==> src/hw/puc_pkg.sv <==
// Shared constants and types of the presettable up/down counter.
`default_nettype none
package puc_pkg;

  // ----------------------------------------------------------------
  // Count widths and limits
  // ----------------------------------------------------------------
  localparam int unsigned COUNT_W = 4;
  localparam logic [3:0] BINARY_MAX = 4'hf;
  localparam logic [3:0] DECADE_MAX = 4'h9;
  localparam logic [3:0] COUNT_MIN = 4'h0;

  // ----------------------------------------------------------------
  // Register map (byte addresses)
  // ----------------------------------------------------------------
  localparam logic [31:0] CTRL_OFFSET = 32'h0000_0000;
  localparam logic [31:0] STATUS_OFFSET = 32'h0000_0004;
  localparam int unsigned ADDR_DEC_W = 8;

  // Control register fields and reset values.
  localparam int unsigned CTRL_DIR_UP_BIT = 0;
  localparam int unsigned CTRL_BINARY_BIT = 1;
  localparam logic CTRL_DIR_UP_RST = 1'b1;
  localparam logic CTRL_BINARY_RST = 1'b1;

  // Status register fields.
  localparam int unsigned STATUS_COUNT_LSB = 0;
  localparam int unsigned STATUS_CARRY_BIT = 4;
  localparam int unsigned STATUS_PRESET_BIT = 5;
  localparam int unsigned STATUS_INHIBIT_BIT = 6;

  // ----------------------------------------------------------------
  // Bus encodings and slave states
  // ----------------------------------------------------------------
  localparam logic [1:0] HTRANS_NONSEQ = 2'h2;
  localparam logic [1:0] HRESP_OKAY = 2'h0;

  typedef enum logic [1:0] {
    BUS_IDLE  = 2'h0,
    BUS_WRITE = 2'h1,
    BUS_READ  = 2'h3
  } puc_bus_e;

  typedef enum logic [1:0] {
    SEL_NONE   = 2'h0,
    SEL_CTRL   = 2'h1,
    SEL_STATUS = 2'h2
  } puc_sel_e;

endpackage
`default_nettype wire

==> src/hw/puc_step_if.sv <==
// Carrier between the counter core and its step and carry logic.
`default_nettype none
interface puc_step_if;
  logic [3:0] count;
  logic       dirUp;
  logic       radixBinary;
  logic       countInhibit;
  logic [3:0] nextCount;
  logic       carryOutN;

  modport core (output count, output dirUp, output radixBinary, output countInhibit,
                input nextCount, input carryOutN);
  modport step (input count, input dirUp, input radixBinary, input countInhibit,
                output nextCount, output carryOutN);
endinterface
`default_nettype wire

==> src/hw/puc_step.sv <==
// Step and look-ahead carry logic of the up/down counter.
`default_nettype none
module puc_step (
  puc_step_if.step stepIf
);

  logic [3:0] maxCount;
  logic       atTerminal;

  // ----------------------------------------------------------------
  // Range and next value
  // ----------------------------------------------------------------
  always_comb begin
    maxCount = stepIf.radixBinary ? puc_pkg::BINARY_MAX : puc_pkg::DECADE_MAX;
  end

  always_comb begin
    if (stepIf.dirUp) begin
      // An out-of-range decade value restarts at zero so the digit stays BCD.
      if (stepIf.count >= maxCount) begin
        stepIf.nextCount = puc_pkg::COUNT_MIN;
      end else begin
        stepIf.nextCount = 4'(stepIf.count + 4'h1);
      end
    end else begin
      if (stepIf.count == puc_pkg::COUNT_MIN || stepIf.count > maxCount) begin
        stepIf.nextCount = maxCount;
      end else begin
        stepIf.nextCount = 4'(stepIf.count - 4'h1);
      end
    end
  end

  // ----------------------------------------------------------------
  // Look-ahead carry
  // ----------------------------------------------------------------
  // Purely combinational so a cascaded stage sees it before the shared clock edge.
  always_comb begin
    atTerminal = stepIf.dirUp ? (stepIf.count == maxCount)
                              : (stepIf.count == puc_pkg::COUNT_MIN);
    stepIf.carryOutN = ~(atTerminal & ~stepIf.countInhibit);
  end

endmodule
`default_nettype wire

==> src/hw/puc_top.sv <==
// Top of the presettable up/down counter with its AHB-Lite register slave.
`default_nettype none
module puc_top (
  input  wire logic        clk,
  input  wire logic        rst,
  input  wire logic        presetLoad,
  input  wire logic [3:0]  jamValue,
  input  wire logic        countInhibit,
  output logic             countBit0,
  output logic             countBit1,
  output logic             countBit2,
  output logic             countBit3,
  output logic             carryOutN,
  input  wire logic        hsel,
  input  wire logic [31:0] haddr,
  input  wire logic [1:0]  htrans,
  input  wire logic        hwrite,
  input  wire logic [2:0]  hsize,
  input  wire logic [31:0] hwdata,
  input  wire logic        hready,
  output logic [31:0]      hrdata,
  output logic             hreadyout,
  output logic [1:0]       hresp
);

  // ----------------------------------------------------------------
  // Declarations
  // ----------------------------------------------------------------
  puc_step_if stepIf ();

  logic [3:0]       countReg;
  logic [3:0]       shownCount;
  logic             dirUp;
  logic             radixBinary;
  puc_pkg::puc_bus_e busState;
  puc_pkg::puc_bus_e next_busState;
  puc_pkg::puc_sel_e pendSel;
  logic             addrTaken;
  logic [31:0]      readValue;
  logic             ctrlWriteNow;

  // Only whole-word accesses are offered; the size is accepted but not decoded.
  logic [2:0]       unusedSize;
  assign unusedSize = hsize;

  // ----------------------------------------------------------------
  // Address decode
  // ----------------------------------------------------------------
  function automatic puc_pkg::puc_sel_e decodeSel(input logic [31:0] addr);
    if (addr == puc_pkg::CTRL_OFFSET) begin
      decodeSel = puc_pkg::SEL_CTRL;
    end else if (addr == puc_pkg::STATUS_OFFSET) begin
      decodeSel = puc_pkg::SEL_STATUS;
    end else begin
      decodeSel = puc_pkg::SEL_NONE;
    end
  endfunction

  // ----------------------------------------------------------------
  // Step logic hookup
  // ----------------------------------------------------------------
  // The preset bypass makes the pins follow the jam inputs without waiting for an edge.
  assign shownCount = presetLoad ? jamValue : countReg;

  assign stepIf.count = shownCount;
  assign stepIf.dirUp = dirUp;
  assign stepIf.radixBinary = radixBinary;
  assign stepIf.countInhibit = countInhibit;

  puc_step u_step (
    .stepIf (stepIf)
  );

  // ----------------------------------------------------------------
  // Counter state
  // ----------------------------------------------------------------
  // Inhibit held low by the surrounding logic leaves clock and preset in control.
  always_ff @(posedge clk or posedge rst) begin
    if (rst) begin
      countReg <= puc_pkg::COUNT_MIN;
    end else if (presetLoad) begin
      countReg <= jamValue;
    end else if (!countInhibit) begin
      countReg <= stepIf.nextCount;
    end else begin
      countReg <= countReg;
    end
  end

  // The count and carry pins are combinational: an edge would delay the preset and look-ahead.
  assign countBit0 = shownCount[0];
  assign countBit1 = shownCount[1];
  assign countBit2 = shownCount[2];
  assign countBit3 = shownCount[3];
  assign carryOutN = stepIf.carryOutN;

  // ----------------------------------------------------------------
  // Bus slave sequencing
  // ----------------------------------------------------------------
  assign addrTaken = hsel & hready & (htrans == puc_pkg::HTRANS_NONSEQ);

  always_comb begin
    if (addrTaken) begin
      next_busState = hwrite ? puc_pkg::BUS_WRITE : puc_pkg::BUS_READ;
    end else begin
      next_busState = puc_pkg::BUS_IDLE;
    end
  end

  always_ff @(posedge clk or posedge rst) begin
    if (rst) begin
      busState <= puc_pkg::BUS_IDLE;
      pendSel  <= puc_pkg::SEL_NONE;
    end else begin
      busState <= next_busState;
      pendSel  <= addrTaken ? decodeSel(haddr) : puc_pkg::SEL_NONE;
    end
  end

  always_ff @(posedge clk or posedge rst) begin
    if (rst) begin
      hreadyout <= 1'b0;
      hresp     <= puc_pkg::HRESP_OKAY;
    end else begin
      hreadyout <= 1'b1;
      hresp     <= puc_pkg::HRESP_OKAY;
    end
  end

  // ----------------------------------------------------------------
  // Control register
  // ----------------------------------------------------------------
  always_comb begin
    case (busState)
      puc_pkg::BUS_WRITE: begin
        ctrlWriteNow = (pendSel == puc_pkg::SEL_CTRL);
      end
      default: begin
        ctrlWriteNow = 1'b0;
      end
    endcase
  end

  always_ff @(posedge clk or posedge rst) begin
    if (rst) begin
      dirUp       <= puc_pkg::CTRL_DIR_UP_RST;
      radixBinary <= puc_pkg::CTRL_BINARY_RST;
    end else if (ctrlWriteNow) begin
      dirUp       <= hwdata[puc_pkg::CTRL_DIR_UP_BIT];
      radixBinary <= hwdata[puc_pkg::CTRL_BINARY_BIT];
    end
  end

  // ----------------------------------------------------------------
  // Read data
  // ----------------------------------------------------------------
  // A read right behind a control write sees the new value through forwarding.
  always_comb begin
    readValue = 32'h0000_0000;
    case (decodeSel(haddr))
      puc_pkg::SEL_CTRL: begin
        if (ctrlWriteNow) begin
          readValue[puc_pkg::CTRL_DIR_UP_BIT] = hwdata[puc_pkg::CTRL_DIR_UP_BIT];
          readValue[puc_pkg::CTRL_BINARY_BIT] = hwdata[puc_pkg::CTRL_BINARY_BIT];
        end else begin
          readValue[puc_pkg::CTRL_DIR_UP_BIT] = dirUp;
          readValue[puc_pkg::CTRL_BINARY_BIT] = radixBinary;
        end
      end
      puc_pkg::SEL_STATUS: begin
        readValue[puc_pkg::STATUS_COUNT_LSB +: puc_pkg::COUNT_W] = shownCount;
        readValue[puc_pkg::STATUS_CARRY_BIT] = stepIf.carryOutN;
        readValue[puc_pkg::STATUS_PRESET_BIT] = presetLoad;
        readValue[puc_pkg::STATUS_INHIBIT_BIT] = countInhibit;
      end
      default: begin
        readValue = 32'h0000_0000;
      end
    endcase
  end

  always_ff @(posedge clk or posedge rst) begin
    if (rst) begin
      hrdata <= 32'h0000_0000;
    end else if (addrTaken && !hwrite) begin
      hrdata <= readValue;
    end
  end

endmodule
`default_nettype wire

==> config.mk <==
export PLATFORM = sky130hd
export DESIGN_NAME = puc_top
export DESIGN_NICKNAME = d
export VERILOG_FILES = /design/src/hw/puc_pkg.sv /design/src/hw/puc_step_if.sv /design/src/hw/puc_step.sv /design/src/hw/puc_top.sv
export SDC_FILE = /design/constraint.sdc
export NUM_CORES = 1
export LEC_CHECK = 0
export ABC_CLOCK_PERIOD_IN_PS = 2400
export BUFFER_PORTS_ARGS = -buffer_cell sky130_fd_sc_hd__buf_4
export CORE_MARGIN = 2
export CORE_UTILIZATION = 38
export CTS_CLUSTER_SIZE = 12
export DETAILED_ROUTE_END_ITERATION = 10
export GPL_TIMING_DRIVEN = 0
export PLACE_DENSITY = 0.8
export SLEW_MARGIN = 20
export SYNTH_ARGS = -nofsm -noshare
export SYNTH_HDL_FRONTEND = slang
export SYNTH_SLANG_ARGS = --single-unit
==> constraint.sdc <==
create_clock -name clk -period 2.4 [get_ports clk]
set_clock_uncertainty 0.1 [all_clocks]
set_input_delay 0.24 -clock clk [delete_from_list [all_inputs] [get_ports clk]]
set_output_delay 0.24 -clock clk [all_outputs]
set_load 0.005 [all_outputs]
== Word level (Yosys, flattened, before mapping) ==
Index checks and enable logic that the tools add are counted.

* Word-level logic and storage cells: 46
* Input port bits: 80
* Flip-flop bits (word level): 18

* Reductions and logical operators: 5
* Equal/unequal tests: 8
* Add/subtract/negate cells: 2
* Bitwise operators: 5
* Magnitude comparators: 2
* Mux-type cells: 17

{| class="wikitable"
|+ Operators by type and width
! cell !! number
|-
| == test 32 x 3 -> 1 bit (second input constant) || 1
|-
| zero test 32 bit || 1
|-
| two-way mux 4 bit || 6
|-
| two-way mux 2 bit || 6
|-
| == test 2 x 1 -> 1 bit (second input constant) || 3
|-
| two-way mux 5 bit || 1
|-
| adder 4 x 1 -> 4 bit (second input constant) || 1
|-
| == test 2 bit (second input constant) || 2
|-
| == test 4 bit || 1
|-
| greater-or-equal comparator 4 bit || 1
|-
| greater-than comparator 4 bit || 1
|-
| zero test 4 bit || 1
|-
| one-hot mux 2 bit (2 select lines) || 1
|-
| subtractor 4 x 1 -> 4 bit (second input constant) || 1
|-
| AND 1 bit || 3
|-
| two-way mux 3 bit || 1
|-
| two-way mux 1 bit || 2
|-
| inequality test 2 bit (second input constant) || 1
|-
| NOT 1 bit || 2
|-
| logical AND 1 bit || 1
|-
| zero test 1 bit || 1
|-
| logical OR 1 bit || 1
|}

== Depth between registers and ports, before layout ==
* Word-level depth: 7
* Gate-level depth with buffers: 10
* Mapped depth without buffers: 8

== Modules after synthesis ==
Synthesis repeated with hierarchy kept, for this count alone.

* Cell total of the unflattened synthesis: 154
* Area, all modules: 1357.6 µm²

{| class="wikitable"
|+ By module, submodules not included
! module !! area each (µm²) !! seq. area each (µm²) !! instances !! cells each
|-
| puc_top || 1082.3 || 452.9 || 1 || 112
|-
| puc_step || 275.3 || 0.0 || 1 || 42
|}

== Worst setup path after synthesis ==
No wires, ideal clock.

* Path type: input-to-reg
* Start: input port presetLoad
* End: register countReg[2]
* Library setup time: 0.124 ns
* Data required time: 2.176 ns
* Path buffers: 2
* Arrival: 2.154 ns
* Path slack: 0.022 ns
* Stages: 10
* Cells stage by stage: buf_2 buf_2 mux2i_1 inv_1 ha_1 a21o_1 nand2_1 nor2_1 o221a_1 a211o_1

* Longest elaborated chain between the ends: 7
* Elaborated cells on any way between the ends: 13
* Classes of those cells: add/sub (2); order compare (2); eq/ne (1); mux (6); reduce/logical (2)

{| class="wikitable"
|+ RTL lines
! item !! line !! RTL
|-
| from (decl) || puc_top.sv:6 || <nowiki>input wire logic presetLoad,</nowiki>
|-
| two-way mux 4 bit (*) || puc_top.sv:63 || <nowiki>assign shownCount = presetLoad ? jamValue : countReg;</nowiki>
|-
| via countBit2 || puc_top.sv:11 || <nowiki>output logic countBit2,</nowiki>
|-
| greater-than comparator 4 bit or zero test 4 bit (tied branches) || puc_step.sv:26 || <nowiki>if (stepIf.count == puc_pkg::COUNT_MIN || stepIf.count > maxCount) begin</nowiki>
|-
| logical OR 1 bit || puc_step.sv:26 ||
|-
| two-way mux 4 bit || puc_step.sv:26 ||
|-
| two-way mux 4 bit (*) || puc_step.sv:18 || <nowiki>if (stepIf.dirUp) begin</nowiki>
|-
| two-way mux 4 bit (*) || puc_top.sv:83 || <nowiki>end else if (!countInhibit) begin</nowiki>
|-
| two-way mux 4 bit (*) || puc_top.sv:81 || <nowiki>end else if (presetLoad) begin</nowiki>
|-
| to (signal assigned) || puc_top.sv:80 || <nowiki>countReg <= puc_pkg::COUNT_MIN;</nowiki>
|-
| to (signal assigned) || puc_top.sv:82 || <nowiki>countReg <= jamValue;</nowiki>
|-
| to (signal assigned) || puc_top.sv:84 || <nowiki>countReg <= stepIf.nextCount;</nowiki>
|-
| to (decl) || puc_top.sv:31 || <nowiki>logic [3:0] countReg;</nowiki>
|}

The timed path passes the listed nets; every way through them passes the cells marked *. The select of a mux whose other input is x is not followed.
A chain may end at the register's enable or synchronous reset.

== Final worst setup path ==
* Start: register countReg[2]
* End: output port carryOutN

* Longest elaborated chain between the ends: 5
* Elaborated cells on any way between the ends: 6
* Classes of those cells: eq/ne (1); mux (2); bitwise (2); reduce/logical (1)

{| class="wikitable"
|+ RTL lines
! item !! line !! RTL
|-
| two-way mux 4 bit (*) || puc_top.sv:63 ||
|-
| == test 4 bit or zero test 4 bit (tied branches) || puc_step.sv:39, puc_step.sv:40 ||
|-
| two-way mux 1 bit (*) || puc_step.sv:39 || <nowiki>atTerminal = stepIf.dirUp ? (stepIf.count == maxCount)</nowiki>
|-
| AND 1 bit (*) || puc_step.sv:41 || <nowiki>stepIf.carryOutN = ~(atTerminal & ~stepIf.countInhibit);</nowiki>
|-
| NOT 1 bit (*) || puc_step.sv:41 ||
|-
| to (decl) || puc_top.sv:13 || <nowiki>output logic carryOutN,</nowiki>
|}

Mark *: on every way between the ends. The rest lies on a longest branch, timed or not.

==> qor.csv <==
stage,metric,value,unit
cts,CTS Root Cell,clkbuf_4,
flow_run,max-cap violations,0,
setup_path,Crit Path Class,register to output port,
outcome,status,completed,
final_layout,fillers,310,
die,chip height,64.4,um
grt,GRT overflow,0,
grt,GRT Total Usage,18.7,%
final_layout,layout cells sized above 1,44.7,%
setup_path,CP Max Fanout,3,
die,Die W,64.4,um
cts,H-tree lvl count,1,
timing,Fin. Hold Viols,0,
worst_hold_path,min-delay src,haddr[2],
synthesis,Async SR Flop Fraction,100,%
setup_path,Critical Path AT,1970,ps
power,Max VDD drop,347,uV
cts,Num CTS Buffers,3,
grt,pin count of the biggest net entering global routing,19,
timing,setup violators final,0,
synthesis,"top cells by area, synth","dfrtp_1 (29%), buf_4 (15%), nand2_1 (5.4%)",
power,Lkg Pwr,1.11,nW
timing,Tmin final,2310,ps
timing,RSZ-0062 raised after global routing,no,
synthesis,syn_area_per_cell,8.29,um^2
setup_path,launching point of the worst reg2reg path,countReg[2],
timing,Setup TNS Final,0,ps
timing,Pins Over Slew Limit,0,
grt,met1 Use GR,21.3,%
timing,Hold WS,36.9,ps
synthesis,number of synthesized register bits,18,
drt,drt initial violations,76,
die,initial core utilization,40.5,%
placement,I/O Buffers,59,
drt,routed wire length,3720,um
synthesis,Synth area leader,dfrtp_1,
drt,first drt pass iteration count,4,
placement,gpl congestion,0.868,
grt,first-pass GRT wire length,6050,um
grt,met3 usage,5.46,%
setup_path,CP startpoint,countReg[2],
setup_path,crit path capture type,output port,
cts,clk buf depth,2,
final_layout,"Core Util, Final",63.6,%
synthesis,"Top FF cell, synth",dfrtp_1,
setup_path,Critical Path RT,2060,ps
grt,grt peak-use layer,met2,
timing,"Period Utilization, post-route",96.3,%
final_layout,multi-input gate area in the final layout,855,um^2
synthesis,post-synth top area share,28.9,%
synthesis,post-synthesis cell type count,42,
synthesis,"Seq/Total Area, Yosys",32.7,%
timing,Relative slew margins,55.9,%
grt,number of global-route vias before repair,1380,
drt,post-DR wirelength/cell,12.1,um
timing,worst-margin pin slew,660,ps
worst_hold_path,Min-Delay Path Class,primary input to register,
final_layout,count of inserted antenna diode cells,0,
grt,initial antenna violation count,0,
synthesis,Post-Syn Area,0.00139,mm^2
grt,GRT met2 Usage,33.3,%
setup_path,CP startpoint kind,register,
drt,vias per cell,4.81,
synthesis,synth warn,0,
timing,fmax,433,MHz
cts,clock slew at reported path FFs,110,ps
die,Ports,120,
placement,Detail Placement HPWL,2950,um
cts,Sink Count,18,
final_layout,layout net count,347,
cts,Worst-Skew Late Latency,300,ps
final_layout,area delta synth->final,56.7,%
drt,DRC Markers,0,
synthesis,Mapped Cells,167,
drt,vias post-DR,1481,
synthesis,number of synthesized flops with an enable pin,0,
power,PD cells,363,mW/mm^2
drt,Detail Route Antenna Nets,0,
cts,CTS tree,yes,
die,core box area,0.00342,mm^2
die,Rows,21,
die,die area,0.00414,mm^2
final_layout,FF+latch area,454,um^2
-- cell type report --
cell class | instances | share of cell area, %
multi-input combinational | 133 | 39.4
timing repair buffer | 65 | 22.6
sequential | 18 | 20.9
buffer | 31 | 10.9
tap | 46 | 2.65
inverter | 11 | 1.90
clock buffer | 4 | 1.67
-- worst paths after layout --
check / end / slack [ps] / cells after the start
max: carryOutN / 90 / 8
min: pendSel[0] / 40 / 2
max reg2reg: countReg[2] / 160 / 9
min reg2reg: hrdata[3] / 390 / 2
max in group asynchronous: countReg[2] / 1270 / 3
min in group asynchronous: hreadyout / 480 / 3
-- where the power goes --
group          internal, mW  switching [mW]  leakage, nW
clock                0.0926          0.0976       0.0210
combinational         0.153           0.121        0.852
sequential            0.313          0.0101        0.232
-- cell usage in the layout (no fill, tap or decap), types with 2 or more instances in the layout --
cell type	Yosys	layout
inv_2	1	3
nor2_1	8	8
inv_1	10	8
o21ai_0	11	11
nand4_1	3	3
dfstp_2	2	2
mux2i_4	0	2
or2_2	3	2
buf_4	27	91
ha_1	4	2
dfrtp_1	16	15
nor3_1	5	5
o21a_1	2	2
conb_1	2	28
o41ai_1	2	2
clkbuf_4	0	3
ha_4	0	2
and2_1	2	2
nor4_1	8	7
nand2_1	20	19
a21o_1	2	2
o31ai_1	2	2
nor3b_1	3	3
a21oi_1	8	7
nand4b_1	2	2
clkbuf_1	2	2
-- stage by stage --
stage | setup slack (ps) | power [mW] | std cells | instance area [um^2]
after floorplan | 21.8 | 0.457 | 193 | 1480
after global placement | -313 | 0.552 | 298 | 1980
after detailed placement | -373 | 0.555 | 298 | 1980
after CTS | 20.7 | 0.777 | 307 | 2140
after global routing | 0.327 | 0.838 | 308 | 2170
final | 89.0 | 0.788 | 308 | 2170
-- registers in the layout, summed over array words and instances (netlist names) --
signal / cells
busState: 2
hreadyout: 1
pendSel: 2
radixBinary: 1
hrdata: 7
dirUp: 1
countReg: 4
-- layer usage --
layer / up-vias / wire length (um)
met5: - / 0
met4: 0 / 123
met3: 14 / 359
met2: 85 / 1890
met1: 653 / 1350
li1: 729 / -
-- worst max-delay path: stages, from the launching register on --
cell and delay, ps:
dfrtp_2 440, mux2i_4 170, inv_2 80, ha_4 280, nand2_4 70, nor4_4 210, a21oi_2 60, or2_4 230
buf_4 130
-- cells in the mapped netlist (all sizes together), types with 2 or more instances --
cell type   n
a21o        2
a21oi       8
and2        2
buf        29
clkbuf      2
conb        2
dfrtp      16
dfstp       2
ha          4
inv        11
mux2i       3
nand2      20
nand4       3
nand4b      2
nor2        8
nor3        5
nor3b       3
nor4        8
o211ai      2
o21a        2
o21ai      13
o31ai       2
o41ai       2
or2         3
-- cells by family (layout without fill, tap and decap cells) --
family                   Yosys count  in the layout  synth area share, %
AO/OA/AOI/OAI                     39             39                 19.2
XOR/XNOR                           1              1                0.632
multiplexers                       3              3                 2.71
buffers and inverters             42            111                 18.9
AND/OR/NAND/NOR                   58             58                 21.8
other                              2             28                0.542
adder cells (fa/ha/maj)            4              4                 3.61
flip-flops                        18             18                 32.7
-- timing repair --
action,4_1_cts,5_1_grt
pin swaps,2,4
setup buffers,4,1
endpoints found under the setup margin,2,1
endpoints found under the hold margin,16,0
hold buffers,1,0
resized for setup,18,3
(Power assumes the default switching activity.)
